## config.mk

```make
export PLATFORM = sky130hd
export DESIGN_NAME = otc_device_flat
export DESIGN_NICKNAME = d
export VERILOG_FILES = /design/src/rtl/otc_pkg.sv /design/src/rtl/otc_if.sv /design/src/rtl/otc_divider.sv /design/src/rtl/otc_device.sv /design/src/flat_wrapper.sv
export SDC_FILE = /design/constraint.sdc
export NUM_CORES = 1
export LEC_CHECK = 0
export BUFFER_PORTS_ARGS = -buffer_cell sky130_fd_sc_hd__clkbuf_2
export CAP_MARGIN = 20
export CORE_ASPECT_RATIO = 0.75
export CORE_UTILIZATION = 40
export DETAILED_ROUTE_END_ITERATION = 7
export GPL_TIMING_DRIVEN = 0
export SYNTH_ARGS = -nofsm -noshare
export SYNTH_HDL_FRONTEND = slang
export SYNTH_SLANG_ARGS = --single-unit
```

## constraint.sdc

```tcl
create_clock -name clk_i -period 2.53 [get_ports clk_i]
set_input_delay 0.253 -clock clk_i [delete_from_list [all_inputs] [get_ports clk_i]]
set_output_delay 0.253 -clock clk_i [all_outputs]
set_load 0.1 [all_outputs]
```

## src/rtl/otc_pkg.sv

```systemverilog
/*
 Shared constants for the oscillator time counter chain: register offsets,
 widths and the counts of the fixed divider stage.
 Assumes a single 20 MHz clock standing in for the oscillator clock.
*/
package otc_pkg;

    // ==========================================================
    // Widths
    localparam int DATA_W  = 16;
    localparam int ADDR_W  = 16;

    // ==========================================================
    // Register byte offsets
    localparam logic [15:0] OFF_RELOAD     = 16'hf0d0;
    localparam logic [15:0] OFF_PRESCALE   = 16'hf0d2;
    localparam logic [15:0] OFF_TIME_LOW   = 16'hf0d4;
    localparam logic [15:0] OFF_TIME_HIGH  = 16'hf0d6;
    localparam logic [15:0] OFF_SUBNODE    = 16'hf0d8;
    localparam logic [15:0] OFF_NODE       = 16'hf0da;

    // ==========================================================
    // Subnode control and node bit positions
    localparam int SUB_CLK_REQ_BIT  = 0;
    localparam int SUB_CLK_EN_BIT   = 1;
    localparam int SUB_FLT_REQ_BIT  = 2;
    localparam int SUB_FLT_EN_BIT   = 3;
    localparam int NODE_REQ_BIT     = 0;
    localparam int NODE_EN_BIT      = 1;

    // ==========================================================
    // Fixed divider stage
    localparam int          DIV_RATIO = 8;
    localparam logic [2:0]  DIV_LAST  = 3'h7;

    // ==========================================================
    // Reset values of control bits
    localparam logic [1:0]  SUB_EN_RESET  = 2'h0;
    localparam logic        NODE_RESET    = 1'b0;

    // Word type
    typedef logic [DATA_W-1:0] otc_word_type;

endpackage

```

## src/rtl/otc_if.sv

```systemverilog
/*
 Interface joining the timekeeping device and its host side.
 Assumes both ends share clk_i; the testbench binds them.
*/
`timescale 1ns/10ps
interface otc_if;
    // Register port
    logic        req;
    logic        we;
    logic [15:0] addr;
    logic [15:0] wdata;
    logic [15:0] rdata;
    logic        ack;
    // Interrupt path
    logic        irq;
    logic        irq_vector;
    // Power state
    logic        idle;
    logic        power_down;
    logic        run_in_power_down;

    modport device
    (
        input  req, we, addr, wdata, irq_vector, idle, power_down, run_in_power_down,
        output rdata, ack, irq
    );
    modport host
    (
        output req, we, addr, wdata, irq_vector, idle, power_down, run_in_power_down,
        input  rdata, ack, irq
    );
endinterface

```

## src/rtl/otc_divider.sv

```systemverilog
/*
 Fixed divide-by-eight stage producing a one-cycle enable pulse.
 Assumes the oscillator clock runs without stopping.
*/
`timescale 1ns/10ps
module otc_divider
(
    // Clock
    input  wire logic clk_i,
    // Control
    input  wire logic run_i,
    // Pulse
    output logic      tick_o
);
    logic [2:0] count_reg;

    // ==========================================================
    // Count; no reset, the chain survives every reset
    // Unknown power-on count takes the wrap branch and settles at once
    always_ff @(posedge clk_i)
    begin
        if (run_i)
        begin
            if (count_reg != otc_pkg::DIV_LAST)
                count_reg <= count_reg + 3'h1;
            else
                count_reg <= 3'h0;
        end
    end

    assign tick_o = run_i && (count_reg == otc_pkg::DIV_LAST);
endmodule

```

## src/rtl/otc_device.sv

```systemverilog
/*
 Timekeeping counter chain with its register port and shared interrupt
 node with subnode gating.
 Assumes host requests are held until ack; one clock for all logic.
*/
// Register access over Wishbone was chosen for this implementation.
`timescale 1ns/10ps
module otc_device
(
    // Clock and reset
    input  wire logic clk_i,
    input  wire logic rst_i,
    // Link
    otc_if.device     bus,
    // Oscillator fault source of the shared node
    input  wire logic fault_event_i
);
    typedef enum logic [1:0] {ST_IDLE, ST_ACK} otc_bus_state_type;

    otc_pkg::otc_word_type reload_reg;
    otc_pkg::otc_word_type prescale_reg;
    otc_pkg::otc_word_type time_low_reg;
    otc_pkg::otc_word_type time_high_reg;
    logic [1:0]            sub_en_reg;
    logic                  clk_req_reg;
    logic                  flt_req_reg;
    logic                  node_en_reg;
    logic                  node_req_reg;
    otc_pkg::otc_word_type rdata_reg;
    otc_bus_state_type     state_reg;

    logic run;
    logic tick;
    logic ovf;
    logic low_wrap;
    logic wr;
    logic sub_wr;
    logic event_any;

    function automatic logic hit(input logic [15:0] a, input logic [15:0] off);
        hit = (a == off);
    endfunction

    // ==========================================================
    // Divider stage; runs from the free oscillator clock
    assign run = !bus.power_down || bus.run_in_power_down;

    otc_divider u_div
    (
        .clk_i  (clk_i),
        .run_i  (run),
        .tick_o (tick)
    );

    // ==========================================================
    // Register strobes
    assign wr       = (state_reg == ST_IDLE) && bus.req && bus.we;
    assign ovf      = tick && (prescale_reg == 16'hffff);
    assign low_wrap = ovf && (time_low_reg == 16'hffff);

    // ==========================================================
    // Prescale timer; reload from zero spans 2^16 ticks
    always_ff @(posedge clk_i)
    begin
        if (wr && hit(bus.addr, otc_pkg::OFF_PRESCALE))
            prescale_reg <= bus.wdata;
        else if (ovf)
            prescale_reg <= reload_reg;
        else if (tick)
            prescale_reg <= prescale_reg + 16'h1;
    end

    // Reload register; no reset by design
    always_ff @(posedge clk_i)
    begin
        if (wr && hit(bus.addr, otc_pkg::OFF_RELOAD))
            reload_reg <= bus.wdata;
    end

    // Low time word
    always_ff @(posedge clk_i)
    begin
        if (wr && hit(bus.addr, otc_pkg::OFF_TIME_LOW))
            time_low_reg <= bus.wdata;
        else if (ovf)
            time_low_reg <= time_low_reg + 16'h1;
    end

    // High time word
    always_ff @(posedge clk_i)
    begin
        if (wr && hit(bus.addr, otc_pkg::OFF_TIME_HIGH))
            time_high_reg <= bus.wdata;
        else if (low_wrap)
            time_high_reg <= time_high_reg + 16'h1;
    end

    // ==========================================================
    // Subnode control; set beats a software clear
    assign sub_wr = wr && hit(bus.addr, otc_pkg::OFF_SUBNODE);

    always_ff @(posedge clk_i)
    begin
        if (rst_i)
            sub_en_reg <= otc_pkg::SUB_EN_RESET;
        else if (sub_wr)
            sub_en_reg <= {bus.wdata[otc_pkg::SUB_FLT_EN_BIT], bus.wdata[otc_pkg::SUB_CLK_EN_BIT]};
    end

    always_ff @(posedge clk_i)
    begin
        if (rst_i)
            clk_req_reg <= 1'b0;
        else if (ovf)
            clk_req_reg <= 1'b1;
        else if (sub_wr)
            clk_req_reg <= bus.wdata[otc_pkg::SUB_CLK_REQ_BIT];
    end

    always_ff @(posedge clk_i)
    begin
        if (rst_i)
            flt_req_reg <= 1'b0;
        else if (fault_event_i)
            flt_req_reg <= 1'b1;
        else if (sub_wr)
            flt_req_reg <= bus.wdata[otc_pkg::SUB_FLT_REQ_BIT];
    end

    // ==========================================================
    // Shared node; request raised by any enabled source event
    assign event_any = (ovf && sub_en_reg[0]) || (fault_event_i && sub_en_reg[1]);

    always_ff @(posedge clk_i)
    begin
        if (rst_i)
            node_en_reg <= otc_pkg::NODE_RESET;
        else if (wr && hit(bus.addr, otc_pkg::OFF_NODE))
            node_en_reg <= bus.wdata[otc_pkg::NODE_EN_BIT];
    end

    always_ff @(posedge clk_i)
    begin
        if (rst_i)
            node_req_reg <= otc_pkg::NODE_RESET;
        else if (event_any)
            node_req_reg <= 1'b1;
        else if (bus.irq_vector)
            node_req_reg <= 1'b0;
        else if (wr && hit(bus.addr, otc_pkg::OFF_NODE))
            node_req_reg <= bus.wdata[otc_pkg::NODE_REQ_BIT];
    end

    assign bus.irq = node_req_reg && node_en_reg;

    // ==========================================================
    // Register port: answer one cycle after the request
    always_ff @(posedge clk_i)
    begin
        if (rst_i)
            state_reg <= ST_IDLE;
        else
        begin
            unique case (state_reg)
                ST_IDLE: if (bus.req) state_reg <= ST_ACK;
                ST_ACK:  state_reg <= ST_IDLE;
                default: state_reg <= ST_IDLE;
            endcase
        end
    end

    always_ff @(posedge clk_i)
    begin
        if (rst_i)
            rdata_reg <= 16'h0;
        else if (state_reg == ST_IDLE && bus.req && !bus.we)
        begin
            unique case (bus.addr)
                otc_pkg::OFF_RELOAD:    rdata_reg <= reload_reg;
                otc_pkg::OFF_PRESCALE:  rdata_reg <= prescale_reg;
                otc_pkg::OFF_TIME_LOW:  rdata_reg <= time_low_reg;
                otc_pkg::OFF_TIME_HIGH: rdata_reg <= time_high_reg;
                otc_pkg::OFF_SUBNODE:   rdata_reg <= {12'h0, sub_en_reg[1], flt_req_reg, sub_en_reg[0], clk_req_reg};
                otc_pkg::OFF_NODE:      rdata_reg <= {14'h0, node_en_reg, node_req_reg};
                default:                rdata_reg <= 16'h0;
            endcase
        end
    end

    assign bus.ack   = (state_reg == ST_ACK);
    assign bus.rdata = rdata_reg;
endmodule

```

## src/flat_wrapper.sv

```systemverilog
// flat-port wrapper written by rule: the top's interface ports become plain ports
module otc_device_flat 
  (clk_i, rst_i, fault_event_i, bus_req, bus_we, bus_addr, bus_wdata, bus_irq_vector, bus_idle, bus_power_down, bus_run_in_power_down, bus_rdata, bus_ack, bus_irq);
  otc_if bus_i ();
  input  wire logic clk_i;
  input  wire logic rst_i;
  input  wire logic fault_event_i;
  input wire logic [$bits(bus_i.req)-1:0] bus_req;
  input wire logic [$bits(bus_i.we)-1:0] bus_we;
  input wire logic [$bits(bus_i.addr)-1:0] bus_addr;
  input wire logic [$bits(bus_i.wdata)-1:0] bus_wdata;
  input wire logic [$bits(bus_i.irq_vector)-1:0] bus_irq_vector;
  input wire logic [$bits(bus_i.idle)-1:0] bus_idle;
  input wire logic [$bits(bus_i.power_down)-1:0] bus_power_down;
  input wire logic [$bits(bus_i.run_in_power_down)-1:0] bus_run_in_power_down;
  output wire logic [$bits(bus_i.rdata)-1:0] bus_rdata;
  output wire logic [$bits(bus_i.ack)-1:0] bus_ack;
  output wire logic [$bits(bus_i.irq)-1:0] bus_irq;
  assign bus_i.req = bus_req;
  assign bus_i.we = bus_we;
  assign bus_i.addr = bus_addr;
  assign bus_i.wdata = bus_wdata;
  assign bus_i.irq_vector = bus_irq_vector;
  assign bus_i.idle = bus_idle;
  assign bus_i.power_down = bus_power_down;
  assign bus_i.run_in_power_down = bus_run_in_power_down;
  assign bus_rdata = bus_i.rdata;
  assign bus_ack = bus_i.ack;
  assign bus_irq = bus_i.irq;
  otc_device u_core (.clk_i(clk_i), .rst_i(rst_i), .bus(bus_i), .fault_event_i(fault_event_i));
endmodule
```

==> results.yml <==
run_status:
  status: "completed"
clock_tree:
  cts_root_buf: "clkbuf_16"
  htreeDepth: 3
  clockBufferDepth: 2
  clkTransAtPathRegs_ns: 0.06
  cts_made_buffers: 9
  hold_buffers: 0
  cts_tree: "done"
  clock_latency_ns: 0.35
  cts.sinks: 90
sta:
  hold_ws_ns: 0.167
  fin_tns_setup_ns: 0
  layout_setup_ws_ns: 0.0416
  hold_viol: 0
  slew_viol_final: 0
  max_freq_ghz: 0.402
  worstMarginPinSlew_ns: 0.903
  finalSetupViolations: 0
  fin_crit_sh_pct: 98.4
  maxSlewHeadroom_pct: 39.8
  fin_skew_ns: 0.00549
  min_period_ns: 2.49
logic_synthesis:
  synth_top_cell_area_share_pct: 40.5
  synth_edf_count: 67
  yosys.area.top_type: "edfxtp_1"
  synth.most_common_cell: "edfxtp_1"
  syn_inst: 488
  syn_nets: 534
  synth_seq_cells: 90
  ys_warn_count: 0
  yosys-top-cells-count: "67 x edfxtp_1, 63 x a21oi_1, 54 x nor2_1"
  ys_top_cells_by_area: "edfxtp_1 40%, dfxtp_1 9.3%, a21oi_1 6.3%"
  avgSynthCellArea_um2: 10.2
  seq_area_frac_synth_pct: 49.7
  synthDistinctLibCells: 54
  synthFlopType: "edfxtp_1"
  async_flop_share_pct: 0
  syn_area_mm2: 0.00497
floorplanning:
  rows: 34
  die_w_um: 131
  die_area_mm2: 0.0129
  die_height_um: 98.6
  core_area_mm2: 0.0119
  num_io_pins: 59
  start_util_pct: 41.9
critical_path:
  cp.arrival_ns: 2.59
  cp-start-kind: "register"
  path_class: "register to register"
  path_max_fanout: 4
  endpoint_kind: "register"
  required_ns: 2.63
cells_and_area:
  final_nets: 608
  layout-drive-gt1-share_pct: 20.5
  insertedDiodeCount: 0
  fin_util_pct: 49.6
  areaGrowthSynthToFinish_pct: 18.4
routing:
  wl_um: 14200
  drt_iter0_markers: 475
  detail-route-antenna-nets: 0
  dr.pass1.iters: 5
  via_per_inst: 5.73
  wl_per_cell_um: 19.5
  via_count: 4180
  drc: 0
pwr:
  peakVddDrop_uv: 345
  powerDensity_mw_per_mm2: 584
  p_leak_nw: 2.11
grt:
  first_global_vias: 3940
  grt_usage_pct: 23.4
  antenna_found_initial: 0
  grt_max_degree: 17
  grt_pass1_wl_um: 22100
  grt.overflow.total: 0
flow_run:
  cap_violations: 0
place:
  port_buffers: 57
  pre_cts_ws_ns: -0.661
  gp_congestion: 0.936
  detailed_place_hpwl_um: 10500
worst_hold_path:
  holdCritPathClass: "input pin to register"
## repair_timing
item,CTS,global route
gates cloned,1,0
pin swaps,2,5
setup endpoints to repair,54,52
setup buffers,0,7
gates resized for setup,10,6
## worst paths after layout
kind,depth (start not counted),to,slack [ns],from
max,6,u_core.prescale_reg[15]$_DFFE_PP_,0.04,u_core.prescale_reg[0]$_DFFE_PP_
min,1,u_core.reload_reg[8]$_DFFE_PP_,0.17,bus_wdata[8]
max reg2reg,6,u_core.prescale_reg[15]$_DFFE_PP_,0.04,u_core.prescale_reg[0]$_DFFE_PP_
min reg2reg,1,u_core.bus.rdata[13]$_SDFFE_PP0P_,0.45,u_core.bus.rdata[13]$_SDFFE_PP0P_
## worst max-delay path, stage by stage (launching register included)
cell and delay, ns:
edfxtp_1 0.50, ha_4 0.20, nand4_1 0.15, nor4_1 0.54
nand2_1 0.33, o32a_1 0.26, mux2_2 0.26
## stage by stage
step	instance area [µm²]	cells	total power [mW]
5_1_grt	5890	729	3.57
3_3_place_gp	5470	707	2.08
6_report	5890	729	3.44
2_1_floorplan	4980	488	1.97
3_5_place_dp	5470	707	2.09
4_1_cts	5810	724	3.44
## power by group
group,internal (mW),switching (mW)
Sequential,1.68,0.0647
Clock,0.778,0.566
Combinational,0.151,0.204
## per-layer routing
layer | GRT usage (%) | share of wire [%] | wire length, µm
met2 | 31.1 | 40 | 5620
met4 | 7.69 | 1.7 | 248
met5 | 0 | 0 | 0
met1 | 37.3 | 50 | 7060
met3 | 4.29 | 8.8 | 1260
## logic make-up (layout without fill, tap and decap cells)
| family | Yosys count | in the layout | share of synthesized area (%) |
|---|---|---|---|
| xor gates and xnor gates | 37 | 37 | 6.52 |
| AOI/OAI and AO/OA | 130 | 130 | 16.0 |
| DFF | 90 | 90 | 49.7 |
| and+or+nand+nor | 174 | 175 | 18.6 |
| muxes | 22 | 22 | 4.86 |
| buffers and inverters | 30 | 108 | 3.09 |
| adders and majority gates | 5 | 5 | 1.26 |
## cells in the final DEF, fill, tap and decap left out, types with 14 or more instances in the layout
master / synthesis / final
xor2_1: 14 / 14
nor2_1: 54 / 54
dfxtp_1: 23 / 22
a21oi_1: 63 / 63
nand2_1: 27 / 26
xnor2_1: 23 / 23
a22oi_1: 25 / 25
nand3_1: 21 / 21
mux2i_1: 14 / 14
clkbuf_2: 0 / 57
edfxtp_1: 67 / 67
## layout make-up
type | count | area, µm²
clock buffer | 14 | 285
multi-input combinational | 369 | 2420
sequential | 90 | 2470
inverter | 4 | 15.0
clock inverter | 2 | 10.0
buffer | 24 | 144
fill | 1095 | 5980
tap | 162 | 203
timing repair buffer | 64 | 338
Note: power is estimated with default switching activity, not from simulation.
